File: config.mk
export PLATFORM = sky130hd
export DESIGN_NAME = aicd_top
export DESIGN_NICKNAME = d
export VERILOG_FILES = /design/src/pkg/aicd_pkg.sv /design/src/design/aicd_top.sv
export SDC_FILE = /design/constraint.sdc
export NUM_CORES = 1
export LEC_CHECK = 0
export ABC_AREA = 1
export BUFFER_PORTS_ARGS = -buffer_cell sky130_fd_sc_hd__buf_4
export CAP_MARGIN = 20
export CORE_MARGIN = 8
export CORE_UTILIZATION = 57
export DETAILED_ROUTE_END_ITERATION = 8
export PLACE_DENSITY = 0.86
export SLEW_MARGIN = 20
export SYNTH_ARGS = -nofsm -noshare
export SYNTH_HDL_FRONTEND = slang
export SYNTH_SLANG_ARGS = --single-unit
File: constraint.sdc
create_clock -name clk -period 9.7 [get_ports clk]
set_input_delay 1.94 -clock clk [delete_from_list [all_inputs] [get_ports clk]]
set_output_delay 1.94 -clock clk [all_outputs]
set_load 0.01 [all_outputs]
File: src/pkg/aicd_pkg.sv
// register map, field layout and constants of the converter control block
package aicd_pkg;
  localparam int          NUM_EXC          = 7;
  // exception bit positions
  localparam int          EXC_RDY          = 0;
  localparam int          EXC_OFS_OVF      = 1;
  localparam int          EXC_GAIN_OVF     = 2;
  localparam int          EXC_NEG_SAT      = 3;
  localparam int          EXC_POS_SAT      = 4;
  localparam int          EXC_OVERRUN      = 5;
  localparam int          EXC_UNDERRUN     = 6;
  // byte offsets
  localparam logic [7:0]  OFS_MASKED_STAT  = 8'h00;
  localparam logic [7:0]  OFS_MASK         = 8'h04;
  localparam logic [7:0]  OFS_RAW_STAT     = 8'h08;
  localparam logic [7:0]  OFS_CLEAR        = 8'h0C;
  localparam logic [7:0]  OFS_CMD          = 8'h10;
  localparam logic [7:0]  OFS_GENERAL      = 8'h14;
  localparam logic [7:0]  OFS_CONFIG       = 8'h18;
  localparam logic [7:0]  OFS_OFFSET_CAL   = 8'h1C;
  localparam logic [7:0]  OFS_GAIN_CAL     = 8'h20;
  localparam logic [7:0]  OFS_DMA          = 8'h24;
  localparam logic [7:0]  OFS_ANA          = 8'h28;
  localparam logic [7:0]  OFS_RESULT       = 8'h2C;
  // fields
  localparam int          CMD_GO           = 0;
  localparam int          GEN_GLOBAL_EN    = 0;
  localparam int          GEN_CAL_EN       = 1;
  localparam int          CFG_CAL_RST      = 0;
  localparam int          CFG_CAL_SEL      = 1;
  localparam int          CFG_TRIG_EN      = 2;
  localparam int          DMA_EN_BIT       = 0;
  localparam int          DMA_THL_LSB      = 8;
  localparam int          ANA_AMUX_LSB     = 0;
  localparam int          ANA_POL_BIT      = 4;
  localparam int          ANA_OSR_LSB      = 8;
  // reset values
  localparam logic [6:0]  MASK_RST         = 7'h7F;
  localparam logic [15:0] ZERO16           = 16'h0000;
  // gain references, lowest oversampling code and battery input select
  localparam logic [15:0] FS_SELF          = 16'h7FFF;
  localparam logic [15:0] FS_SYSTEM        = 16'h7AE1;
  localparam logic [1:0]  OSR_LOWEST       = 2'b00;
  localparam logic [3:0]  AMUX_BATTERY     = 4'b1000;
endpackage

File: src/design/aicd_top.sv
// converter control: interrupts, calibration, dma request, trigger start
// How it works
// - one active-high level interrupt while any unmasked exception pends
// - seven exceptions recorded: ready, two cal overflows, two saturations, overrun, underrun
// - masked status reads one per pending unmasked exception
// - mask register read/write; a one blocks that exception from the interrupt
// - all mask bits reset to one
// - raw status shows every pending exception regardless of mask
// - clear register write-only; writing one clears, zero does nothing
// - calibration end clears cal enable; each calibration sample stores offset or gain
// - cal-data reset forces stored offset and gain to zero
// - cal source select one applies user coefficients
// - self offset uses the ground-to-ground sample
// - self gain is one minus sample over 0x7FFF
// - system gain with external reference uses 0x7AE1
// - dma request raised when fifo count reaches a nonzero threshold with dma enabled
// - dma request clears after result read and acknowledge
// - timer event starts conversion when powered and trigger enabled
// - lowest oversampling result is twelve-bit sign-extended to sixteen
// - result valid when ready flag set, two's complement
module aicd_top #(
  parameter int FIFO_DEPTH_W = 4
) (
  input  wire logic        clk,
  input  wire logic        rst,
  input  wire logic [7:0]  avs_address,
  input  wire logic        avs_read,
  input  wire logic        avs_write,
  input  wire logic [31:0] avs_writedata,
  input  wire logic [3:0]  avs_byteenable,
  output logic      [31:0] avs_readdata,
  output logic             avs_waitrequest,
  output logic             irq,
  input  wire logic        core_sample_valid,
  input  wire logic [15:0] core_sample,
  input  wire logic        core_cal_done,
  input  wire logic        core_overrun,
  input  wire logic        core_underrun,
  input  wire logic [FIFO_DEPTH_W-1:0] core_fifo_count,
  output logic             core_start,
  output logic             core_cal_mode,
  output logic             core_system_gain,
  output logic [3:0]       analog_input_select,
  output logic             input_polarity_mode,
  output logic [1:0]       oversampling_setting,
  output logic             dma_req,
  input  wire logic        dma_ack,
  input  wire logic        trigger_timer
);
  ////////////////////////////////////////////////////////////////////////////
  logic [6:0]  raw_r;
  logic [6:0]  mask_r;
  logic        go_r;
  logic        global_en_r;
  logic        cal_en_r;
  logic        cal_sel_r;
  logic        trig_en_r;
  logic        sys_gain_r;
  logic [15:0] offset_cal_r;
  logic [15:0] gain_cal_r;
  logic [15:0] user_offset_correction;
  logic [15:0] user_gain_correction;
  logic        dma_en_r;
  logic [FIFO_DEPTH_W-1:0] fifo_request_threshold;
  logic [3:0]  amux_r;
  logic        pol_r;
  logic [1:0]  osr_r;
  logic [15:0] result_r;
  logic [31:0] rdata_nxt;
  logic        waitreq_r;
  logic        irq_r;
  logic        trig_s1_r;
  logic        trig_s2_r;
  logic        trig_s3_r;
  logic        start_r;
  logic        dma_r;
  logic        dma_read_seen_r;
  logic        cal_phase_r;
  logic [6:0]  event_set;
  logic [16:0] corr_sum;
  logic [15:0] corrected;
  logic        neg_sat;
  logic        pos_sat;
  logic [15:0] ofs_apply;
  logic [15:0] gain_apply;
  logic [31:0] gain_prod;
  logic [16:0] gain_calc;
  logic        wr_acc;
  logic        rd_acc;
  logic        trig_evt;
  logic        result_read;

  // one wait cycle per access so read data come from a flop
  assign wr_acc      = avs_write && !avs_waitrequest;
  assign rd_acc      = avs_read && !avs_waitrequest;
  assign result_read = rd_acc && (avs_address == aicd_pkg::OFS_RESULT);

  function automatic logic [15:0] sext12(input logic [15:0] s);
    sext12 = {{4{s[11]}}, s[11:0]};
  endfunction

  ////////////////////////////////////////////////////////////////////////////
  // correction datapath
  assign ofs_apply  = cal_sel_r ? user_offset_correction : offset_cal_r;
  assign gain_apply = cal_sel_r ? user_gain_correction : gain_cal_r;
  assign corr_sum   = {core_sample[15], core_sample} - {ofs_apply[15], ofs_apply};
  // gain held as signed q15 deviation from unity
  assign gain_prod  = $signed({{16{corr_sum[15]}}, corr_sum[15:0]}) * $signed({{16{gain_apply[15]}}, gain_apply});
  assign gain_calc  = {corr_sum[16], corr_sum[15:0]} + {gain_prod[31], gain_prod[30:15]};
  assign neg_sat    = gain_calc[16] && !gain_calc[15];
  assign pos_sat    = !gain_calc[16] && gain_calc[15];
  always_comb begin
    if (neg_sat) begin
      corrected = 16'h8000;
    end else if (pos_sat) begin
      corrected = 16'h7FFF;
    end else begin
      corrected = gain_calc[15:0];
    end
  end

  ////////////////////////////////////////////////////////////////////////////
  // exception events, ordered to match every irq register
  always_comb begin
    event_set = 7'h00;
    event_set[aicd_pkg::EXC_RDY]      = core_sample_valid && !cal_phase_r;
    event_set[aicd_pkg::EXC_OFS_OVF]  = core_sample_valid && cal_phase_r && !sys_gain_r
                                        && (corr_sum[16] != corr_sum[15]);
    event_set[aicd_pkg::EXC_GAIN_OVF] = core_sample_valid && cal_phase_r && sys_gain_r
                                        && (core_sample[15]);
    event_set[aicd_pkg::EXC_NEG_SAT]  = core_sample_valid && !cal_phase_r && neg_sat;
    event_set[aicd_pkg::EXC_POS_SAT]  = core_sample_valid && !cal_phase_r && pos_sat;
    event_set[aicd_pkg::EXC_OVERRUN]  = core_overrun;
    event_set[aicd_pkg::EXC_UNDERRUN] = core_underrun;
  end

  always_ff @(posedge clk) begin
    if (rst) begin
      raw_r <= 7'h00;
    end else begin
      // set wins over clear
      if (wr_acc && avs_address == aicd_pkg::OFS_CLEAR && avs_byteenable[0]) begin
        raw_r <= (raw_r & ~avs_writedata[6:0]) | event_set;
      end else begin
        raw_r <= raw_r | event_set;
      end
    end
  end

  always_ff @(posedge clk) begin
    if (rst) begin
      irq_r <= 1'b0;
    end else begin
      irq_r <= |(raw_r & ~mask_r);
    end
  end

  ////////////////////////////////////////////////////////////////////////////
  // control registers written by software
  always_ff @(posedge clk) begin
    if (rst) begin
      mask_r                 <= aicd_pkg::MASK_RST;
      go_r                   <= 1'b0;
      global_en_r            <= 1'b0;
      cal_sel_r              <= 1'b0;
      trig_en_r              <= 1'b0;
      sys_gain_r             <= 1'b0;
      user_offset_correction <= aicd_pkg::ZERO16;
      user_gain_correction   <= aicd_pkg::ZERO16;
      dma_en_r               <= 1'b0;
      fifo_request_threshold <= '0;
      amux_r                 <= 4'h0;
      pol_r                  <= 1'b0;
      osr_r                  <= aicd_pkg::OSR_LOWEST;
    end else if (wr_acc && avs_byteenable[0]) begin
      case (avs_address)
        aicd_pkg::OFS_MASK: mask_r <= avs_writedata[6:0];
        aicd_pkg::OFS_CMD: go_r <= avs_writedata[aicd_pkg::CMD_GO];
        aicd_pkg::OFS_GENERAL: global_en_r <= avs_writedata[aicd_pkg::GEN_GLOBAL_EN];
        aicd_pkg::OFS_CONFIG: begin
          cal_sel_r  <= avs_writedata[aicd_pkg::CFG_CAL_SEL];
          trig_en_r  <= avs_writedata[aicd_pkg::CFG_TRIG_EN];
          sys_gain_r <= avs_writedata[3];
        end
        aicd_pkg::OFS_OFFSET_CAL: user_offset_correction <= avs_writedata[31:16];
        aicd_pkg::OFS_GAIN_CAL: user_gain_correction <= avs_writedata[31:16];
        aicd_pkg::OFS_DMA: begin
          dma_en_r               <= avs_writedata[aicd_pkg::DMA_EN_BIT];
          fifo_request_threshold <= avs_writedata[aicd_pkg::DMA_THL_LSB +: FIFO_DEPTH_W];
        end
        aicd_pkg::OFS_ANA: begin
          amux_r <= avs_writedata[aicd_pkg::ANA_AMUX_LSB +: 4];
          pol_r  <= avs_writedata[aicd_pkg::ANA_POL_BIT];
        end
        default: ;
      endcase
    end else if (wr_acc && avs_byteenable[1] && avs_address == aicd_pkg::OFS_ANA) begin
      osr_r <= avs_writedata[aicd_pkg::ANA_OSR_LSB +: 2];
    end
  end

  ////////////////////////////////////////////////////////////////////////////
  // calibration: go rising with cal enable set runs a calibration conversion
  always_ff @(posedge clk) begin
    if (rst) begin
      cal_en_r    <= 1'b0;
      cal_phase_r <= 1'b0;
    end else begin
      if (wr_acc && avs_address == aicd_pkg::OFS_GENERAL && avs_byteenable[0]) begin
        cal_en_r <= avs_writedata[aicd_pkg::GEN_CAL_EN];
      end
      if (wr_acc && avs_address == aicd_pkg::OFS_CMD && avs_writedata[aicd_pkg::CMD_GO]
          && !go_r && cal_en_r) begin
        cal_phase_r <= 1'b1;
      end
      if (cal_phase_r && core_cal_done) begin
        cal_en_r    <= 1'b0;
        cal_phase_r <= 1'b0;
      end
    end
  end

  always_ff @(posedge clk) begin
    if (rst) begin
      offset_cal_r <= aicd_pkg::ZERO16;
      gain_cal_r   <= aicd_pkg::ZERO16;
    end else if (wr_acc && avs_address == aicd_pkg::OFS_CONFIG && avs_byteenable[0]
                 && avs_writedata[aicd_pkg::CFG_CAL_RST]) begin
      offset_cal_r <= aicd_pkg::ZERO16;
      gain_cal_r   <= aicd_pkg::ZERO16;
    end else if (cal_phase_r && core_sample_valid) begin
      if (!sys_gain_r && amux_r != 4'b1001) begin
        offset_cal_r <= core_sample;
      end else if (sys_gain_r) begin
        gain_cal_r <= aicd_pkg::FS_SYSTEM - core_sample;
      end else begin
        gain_cal_r <= aicd_pkg::FS_SELF - core_sample;
      end
    end
  end

  ////////////////////////////////////////////////////////////////////////////
  // result register
  always_ff @(posedge clk) begin
    if (rst) begin
      result_r <= aicd_pkg::ZERO16;
    end else if (core_sample_valid && !cal_phase_r) begin
      result_r <= (osr_r == aicd_pkg::OSR_LOWEST) ? sext12(corrected) : corrected;
    end
  end

  ////////////////////////////////////////////////////////////////////////////
  // trigger timer: synchronised, rising edge starts a conversion
  always_ff @(posedge clk) begin
    if (rst) begin
      trig_s1_r <= 1'b0;
      trig_s2_r <= 1'b0;
      trig_s3_r <= 1'b0;
    end else begin
      trig_s1_r <= trigger_timer;
      trig_s2_r <= trig_s1_r;
      trig_s3_r <= trig_s2_r;
    end
  end
  assign trig_evt = trig_s2_r && !trig_s3_r;

  always_ff @(posedge clk) begin
    if (rst) begin
      start_r <= 1'b0;
    end else begin
      start_r <= global_en_r && (go_r || (trig_en_r && trig_evt));
    end
  end

  ////////////////////////////////////////////////////////////////////////////
  // dma request: held until result read and acknowledge seen
  always_ff @(posedge clk) begin
    if (rst) begin
      dma_r           <= 1'b0;
      dma_read_seen_r <= 1'b0;
    end else if (!dma_r) begin
      dma_read_seen_r <= 1'b0;
      dma_r <= dma_en_r && (core_fifo_count >= fifo_request_threshold)
               && (fifo_request_threshold != '0);
    end else begin
      if (result_read) begin
        dma_read_seen_r <= 1'b1;
      end
      if ((dma_read_seen_r || result_read) && dma_ack) begin
        dma_r <= 1'b0;
      end
    end
  end

  ////////////////////////////////////////////////////////////////////////////
  // avalon slave, fixed one wait state
  always_comb begin
    rdata_nxt = 32'h0000_0000;
    case (avs_address)
      aicd_pkg::OFS_MASKED_STAT: rdata_nxt[6:0] = raw_r & ~mask_r;
      aicd_pkg::OFS_MASK:        rdata_nxt[6:0] = mask_r;
      aicd_pkg::OFS_RAW_STAT:    rdata_nxt[6:0] = raw_r;
      aicd_pkg::OFS_CMD:         rdata_nxt[0] = go_r;
      aicd_pkg::OFS_GENERAL:     rdata_nxt[1:0] = {cal_en_r, global_en_r};
      aicd_pkg::OFS_CONFIG:      rdata_nxt[3:1] = {sys_gain_r, trig_en_r, cal_sel_r};
      aicd_pkg::OFS_OFFSET_CAL:  rdata_nxt = {user_offset_correction, offset_cal_r};
      aicd_pkg::OFS_GAIN_CAL:    rdata_nxt = {user_gain_correction, gain_cal_r};
      aicd_pkg::OFS_DMA:         rdata_nxt[aicd_pkg::DMA_THL_LSB +: FIFO_DEPTH_W] = fifo_request_threshold;
      aicd_pkg::OFS_ANA:         rdata_nxt[9:0] = {osr_r, 3'b000, pol_r, amux_r};
      aicd_pkg::OFS_RESULT:      rdata_nxt[15:0] = result_r;
      default:                   rdata_nxt = 32'h0000_0000;
    endcase
    if (avs_address == aicd_pkg::OFS_DMA) begin
      rdata_nxt[aicd_pkg::DMA_EN_BIT] = dma_en_r;
    end
  end

  always_ff @(posedge clk) begin
    if (rst) begin
      waitreq_r    <= 1'b1;
      avs_readdata <= 32'h0000_0000;
    end else begin
      waitreq_r    <= !((avs_read || avs_write) && waitreq_r);
      avs_readdata <= rdata_nxt;
    end
  end
  assign avs_waitrequest = waitreq_r;

  ////////////////////////////////////////////////////////////////////////////
  assign irq                  = irq_r;
  assign core_start           = start_r;
  assign core_cal_mode        = cal_phase_r;
  assign core_system_gain     = sys_gain_r;
  assign analog_input_select  = amux_r;
  assign input_polarity_mode  = pol_r;
  assign oversampling_setting = osr_r;
  assign dma_req              = dma_r;

  ////////////////////////////////////////////////////////////////////////////
  a_irq_follows: assert property (@(posedge clk) disable iff (rst)
    ##1 irq == |($past(raw_r) & ~$past(mask_r))) else $error("irq mismatch");
  a_masked_never: assert property (@(posedge clk) disable iff (rst)
    (mask_r == 7'h7F) |=> !irq) else $error("masked irq seen");
  a_raw_sticky: assert property (@(posedge clk) disable iff (rst)
    (raw_r[0] && !(wr_acc && avs_address == aicd_pkg::OFS_CLEAR)) |=> raw_r[0])
    else $error("raw bit lost");
  a_set_wins: assert property (@(posedge clk) disable iff (rst)
    event_set[aicd_pkg::EXC_OVERRUN] |=> raw_r[aicd_pkg::EXC_OVERRUN]) else $error("event lost");
  a_clear_works: assert property (@(posedge clk) disable iff (rst)
    (wr_acc && avs_address == aicd_pkg::OFS_CLEAR && avs_byteenable[0] && avs_writedata[6]
     && !event_set[6]) |=> !raw_r[6]) else $error("clear failed");
  a_cal_rst: assert property (@(posedge clk) disable iff (rst)
    (wr_acc && avs_address == aicd_pkg::OFS_CONFIG && avs_byteenable[0] && avs_writedata[0])
    |=> (offset_cal_r == 16'h0000 && gain_cal_r == 16'h0000)) else $error("cal reset failed");
  a_cal_done_clr: assert property (@(posedge clk) disable iff (rst)
    (cal_phase_r && core_cal_done) |=> !cal_en_r) else $error("cal enable stuck");
  a_trig_start: assert property (@(posedge clk) disable iff (rst)
    (trig_evt && global_en_r && trig_en_r) |=> core_start) else $error("trigger missed");
  a_dma_hold: assert property (@(posedge clk) disable iff (rst)
    (dma_r && !dma_ack) |=> dma_r) else $error("dma dropped early");
endmodule

# Word-level counts from Yosys, hierarchy flattened
# Cells that the tools add are included.
classes:
  n_addsub: 4
  n_eq_ne: 13
  mul: 1
  order_cmp: 1
  muxes: 19
  bitwise: 9
  reduce_logical: 65
ops:
  columns: ["operator", "count"]
  rows:
  - ["$mux W16", 6]
  - ["$logic_and A1 B1 Y1", 36]
  - ["$eq A8 B5 Y1 const B", 4]
  - ["$eq A8 B6 Y1 const B", 4]
  - ["$mul A16 B16 Y32", 1]
  - ["$pmux W16 S2", 1]
  - ["$sub A15 B16 Y16 const A", 2]
  - ["$reduce_and A2 Y1", 11]
  - ["$pmux W3 S7", 1]
  - ["$pmux W1 S9", 2]
  - ["$add A17 B17 Y17", 1]
  - ["$sub A16 B16 Y17", 1]
  - ["$eq A8 B4 Y1 const B", 2]
  - ["$pmux W2 S8", 1]
  - ["$and A7 B7 Y7", 2]
  - ["$not A7 Y7", 2]
  - ["$or A7 B7 Y7", 2]
  - ["$pmux W4 S3", 1]
  - ["$pmux W2 S5", 1]
  - ["$eq A8 B3 Y1 const B", 1]
  - ["$logic_not A1 Y1", 8]
  - ["$logic_not A8 Y1", 1]
  - ["$pmux W2 S4", 1]
  - ["$mux W7", 1]
  - ["other kinds (11)", 19]
word_totals:
  ff_bits: 153
  word_cells: 140
  output_inout_bits: 45
  inputBits: 74

# Logic depth before layout (Yosys ltp)
depth:
  word_depth: 9
  depth_mapped: 58
  depth_no_buf: 55

# Worst setup path before layout
# OpenSTA, ideal clock, no wires.
synth_timing:
  kind: "input to register"
  from: "input core_sample[0]"
  to: "register result_r[7]"
  setup_ps: 139
  cell_stages: 50
  slack_ps: -411
  arrival_time_ps: 9972
  path_cell_list: "inv_1 ha_1 inv_1 fa_1 nand3_1 nand2_1 nand2_1 o211ai_1 a21oi_1 o21bai_1 a21oi_1 o21ai_2 xor2_2 inv_2 nor2_1 fa_1 inv_1 fa_1 [... 14 more ...] a21oi_1 o21ai_2 nand2_1 nand2_1 xor2_1 ha_1 a21oi_1 nor2_1 o21ai_0 nand4_1 a31o_2 inv_1 nand3_1 nand3b_2 inv_2 buf_6 o21ai_2 a21oi_2"
synth_between:
  elab_chain_len: 8
  elab_cells_between_ends: 10
synth_lines:
  columns: ["element", "line_no", "text"]
  rows:
  - ["start, declared", "aicd_top.sv:35", "input wire logic [15:0] core_sample,"]
  - ["$sub A16 B16 Y17 *", "aicd_top.sv:106", "assign corr_sum = {core_sample[15], core_sample} - {ofs_apply[15], ofs_apply};"]
  - ["$mul A16 B16 Y32", "aicd_top.sv:108", "assign gain_prod = $signed({{16{corr_sum[15]}}, corr_sum[15:0]}) * $signed({{16{gain_apply[15]}}, gain_apply}) ..."]
  - ["$add A17 B17 Y17 *", "aicd_top.sv:109", "assign gain_calc = {corr_sum[16], corr_sum[15:0]} + {gain_prod[31], gain_prod[30:15]};"]
  - ["$logic_not A1 Y1", "aicd_top.sv:111", "assign pos_sat = !gain_calc[16] && gain_calc[15];"]
  - ["$logic_and A1 B1 Y1", "aicd_top.sv:111", null]
  - ["$mux W16", "aicd_top.sv:115", "end else if (pos_sat) begin"]
  - ["$mux W16 *", "aicd_top.sv:113", "if (neg_sat) begin"]
  - ["$mux W16 *", "aicd_top.sv:248", "result_r <= (osr_r == aicd_pkg::OSR_LOWEST) ? sext12(corrected) : corrected;"]
  - ["end signal, assigned", "aicd_top.sv:246", "result_r <= aicd_pkg::ZERO16;"]
  - ["end signal, assigned", "aicd_top.sv:248", null]
  - ["end, declared", "aicd_top.sv:68", "logic [15:0] result_r;"]
# Mark *: on every way between the ends. The rest lies on a longest branch, timed or not.
# A chain may end at the register's enable or synchronous reset.

# Worst setup path after layout
layout_timing:
  from: "input core_sample[0]"
  to: "register result_r[12]"
# The elaborated chain is that of the path after synthesis.

==> results.md <==
- The total count of hold-check failures in the final report is 0.
- The worst relative slew slack is 36.8%.
- After detailed routing, the average wire length per cell comes to 18.9 um.
- After synthesis, the largest area contributor takes up 29.2% of total cell area.
- The static leakage is 11.2 nW.
- The count of placed standard cells in the final layout, fillers left out is 3160.
- The first-pass GRT wire length is 92500 um.
- Counting flops with a built-in enable in the synthesized netlist gives 0.
- The routed via count divided by cell count is 5.72.
- The sequential share of power is 39.2%.
- The number of antenna violations at the first check in global routing came to 2.
- The checks that failed: setup timing.
- The slowest stage of the critical path belongs to the cell sky130_fd_sc_hd__fa_1.
- The number of warnings printed during yosys synthesis is 0.
- The mean instance size in the synthesized netlist is 7.58 um2.
- The final critical-path share of the clock period is 105%.
- Setup repair after global routing could not meet its margin everywhere.
- The critical path in this run is classified as in2reg.
- For this run, the share of the core covered by cells in the final layout is 73.1%.
- The number of nets in the synthesized netlist is 2830.
- TritonCTS built the clock tree.
- In the routed design, unresolved DRC markers number 0.
- Routability-driven placement finished with a final weighted congestion of 0.985.
- The launching element type of the critical path is a primary input.
- The post-layout net count is 3196.
- Setup violations remaining at the end of the flow were counted as 18.
- The number of CTS-inserted buffers is 17.
- Global routing used 30.4% of the available tracks across all layers.
- The first-pass iteration count of the detailed router is 6.
- In this run switching power makes up 28.9% of total power.
- The clock insertion delay at the later pin of the skew report is 430 ps.
- The area of the die is 37600 um2.
- The leftover overflow at the end of global routing is 0.
- Before CTS, the worst setup slack after placement is -1180 ps.
- The largest single stage delay on the critical path is 520 ps.
- Sequential elements use 17.0% of the synthesized area.
- The run finished, with violations left.
- The final route contains 18072 vias.
- For this configuration, the core starts out at a cell density of 57.5%.
- Timing would allow up to 0.0983 GHz.
- The synthesized netlist occupies a cell area of 18000 um2.
- The register bit total from synthesis is 153.
- The top fanout value on the critical path is 4.
- The cell at the root of the clock tree is sky130_fd_sc_hd__clkbuf_16.
- For the pin with the worst max-slew slack, the measured transition is 942 ps.
- The number of global-route vias before repair is 18301.
- For this design the ratio of total power to cell area is 71.8 nW/um2.
- The share of total power dissipated in combinational logic is 19.2%.
- The H-tree was split into 4 levels.
- The core region area is 31300 um2.
- The number of top-level design ports is 119.
- The total count of max-transition violations in the final report is 0.
- In the post-route analysis, the smallest setup slack over all paths is -477 ps.
- Fill cells in the final layout number 2190.
- The capturing element type of the critical path is a register.
- The clock net in this run drives a total of 153 sinks.
- The number of I/O port buffers is 111.
- Yosys attributes the largest share of cell area to sky130_fd_sc_hd__fa_1, sky130_fd_sc_hd__dfxtp_1, sky130_fd_sc_hd__inv_1, sky130_fd_sc_hd__nand2_1, sky130_fd_sc_hd__ha_1.
- The required time of the critical path is 10030 ps.
- The die outline width is 194 um.
- Synthesis produced 2377 cells.
- The net switching power is 0.000474 W.
- The post-detailed-route count of antenna-violating nets is 0.
- The fraction of synthesis flops using an asynchronous set or reset pin is 0%.
- Summed over all nets, the half-perimeter wirelength after detailed placement is 45700 um.
- Wires add up to 59700 um.
- Entering global routing, the biggest net connects 61 pins.
- The largest total area in the synthesized netlist belongs to sky130_fd_sc_hd__fa_1.
- The clock passes through at most 2 buffers.
- The number of placed cells counting well taps is 3093.
- The highest ir drop seen on vdd is 0.143 mV.
- The clock skew after layout is 10.7 ps.
- The netlist uses 56 different library cells.
- Data arrives at the worst endpoint at 10510 ps.
- The tool flagged a number of max-cap violations equal to 0.
- After clock tree synthesis, the clock-pin slew on the worst setup and hold paths is 70 ps.
- Of the total power, the clock network draws 41.5%.
- The fraction of final layout cells with drive strength greater than 1 is 23.5%.
- The path class of the tightest hold or removal check is reg2reg.
- From synthesis to final layout, the design area changed by 27.0%.
- The vertical extent of the die is 194 um.
- The smallest clock period supported by the final layout is computed as 10180 ps.
- The internal power of the cells totals 0.00117 W.
- Row generation in the floorplan step produced 65 rows.
- In this run, the number of DRC markers left after iteration 0 of detailed routing was 1873.
- The top flip-flop cell by instance count after synthesis is sky130_fd_sc_hd__dfxtp_1.
-- registers in the layout, indices dropped and copies added, names as in the netlist, 2 cells and up --
| name | flops |
|---|---|
| analog_input_select | 4 |
| avs_readdata | 32 |
| fifo_request_threshold | 4 |
| gain_cal_r | 16 |
| mask_r | 7 |
| offset_cal_r | 16 |
| oversampling_setting | 2 |
| raw_r | 7 |
| result_r | 16 |
| user_gain_correction | 16 |
| user_offset_correction | 16 |
-- per-layer routing --
layer | up-vias | global-route usage (%) | share of wire, %
met5 | - | 0 | 0
met1 | 8666 | 36.6 | 36
li1 | 8038 | - | -
met2 | 1079 | 51.4 | 48
met4 | 0 | 16.5 | 6.5
met3 | 289 | 5.24 | 9.7
-- kinds of logic (layout without fill, tap and decap cells) --
| logic type | count (synthesis) | after routing | synth area share, % |
|---|---|---|---|
| buf+inv | 586 | 965 | 12.4 |
| xor+xnor | 45 | 45 | 2.23 |
| simple gates | 826 | 826 | 18.7 |
| other cells | 0 | 2 | 0 |
| compound gates | 388 | 388 | 12.4 |
| fa+ha+maj | 379 | 379 | 37.3 |
| flops | 153 | 153 | 17.0 |
-- placed cells by master (no fill, tap or decap), drive strengths merged, types with 12 or more instances in the layout --
cell type  count
fa           263
ha           116
o21ai        142
clkinv        21
nand3         69
buf          411
inv          511
nor2         250
a21oi        169
o211ai        13
a221oi        12
dfxtp        153
nor3          20
xor2          35
nand2        462
clkbuf        19
-- power by group through the flow --
stage,combinational [W],clock [W],sequential [W]
after global routing,0.000331,0.000708,0.000644
after detailed placement,0.000270,0,0.000657
after CTS,0.000289,0.000682,0.000643
after floorplan,0.000124,0,0.000654
final,0.000316,0.000682,0.000644
after global placement,0.000265,0,0.000657
-- per-stage QoR --
stage / power (W) / area (um2) / TNS, ps / hold WS [ps]
after floorplan: 0.000778 / 18100 / -2300 / 388
after global placement: 0.000922 / 21200 / -15850 / 401
after detailed placement: 0.000927 / 21200 / -19390 / 415
after CTS: 0.00162 / 22400 / -1540 / 426
after global routing: 0.00168 / 22900 / -13700 / 431
final: 0.00164 / 22900 / -7690 / 420
-- timing repair --
action,CTS,global route
endpoints found under the setup margin,18,18
pin swaps,76,62
setup buffers,24,9
hold buffers,0,0
gates resized for setup,104,72
gates cloned,1,0
-- final timing paths --
path | from | endpoint | slack (ps) | cells after the start
hold / removal | trig_s1_r | trig_s2_r | 420 | 2
hold reg to reg | trig_s1_r | trig_s2_r | 420 | 2
setup / recovery | core_sample[0] | result_r[12] | -480 | 51
setup reg to reg | cal_sel_r | result_r[12] | 310 | 49
-- cells in the mapped netlist, drive strengths merged, types with 7 or more instances --
library cell / instances
a21oi: 169
nor2: 250
xor2: 35
nand2: 462
a221oi: 12
nor3: 20
clkinv: 15
clkbuf: 58
a31oi: 10
xnor2: 10
o22ai: 8
fa: 263
o21bai: 7
inv: 506
nand3: 69
ha: 116
o21ai: 142
o211ai: 13
nand4: 10
buf: 7
or2: 7
dfxtp: 153
-- area by class of cell --
class	count	area (um2)	share of cell area (%)
diodes	2	5.00	0.0219
repair buffers	411	3160	13.8
clock buffers	19	443	1.94
inverters	521	1990	8.69
clock inverters	13	161	0.705
multi-input cells	1638	13600	59.2
well taps	402	503	2.20
flip-flops and latches	153	3060	13.4
repair inverters	1	5.00	0.0219
-- worst max-delay path: cells and delay by family --
| family | cells | cell delay (ps) |
|---|---|---|
| adders and majority gates | 10 | 3910 |
| and+or+nand+nor | 17 | 1660 |
| AOI/OAI and AO/OA | 8 | 1190 |
| buffers and inverters | 13 | 1180 |
| xor gates and xnor gates | 3 | 620 |
Note: power is estimated with default switching activity, not from simulation.
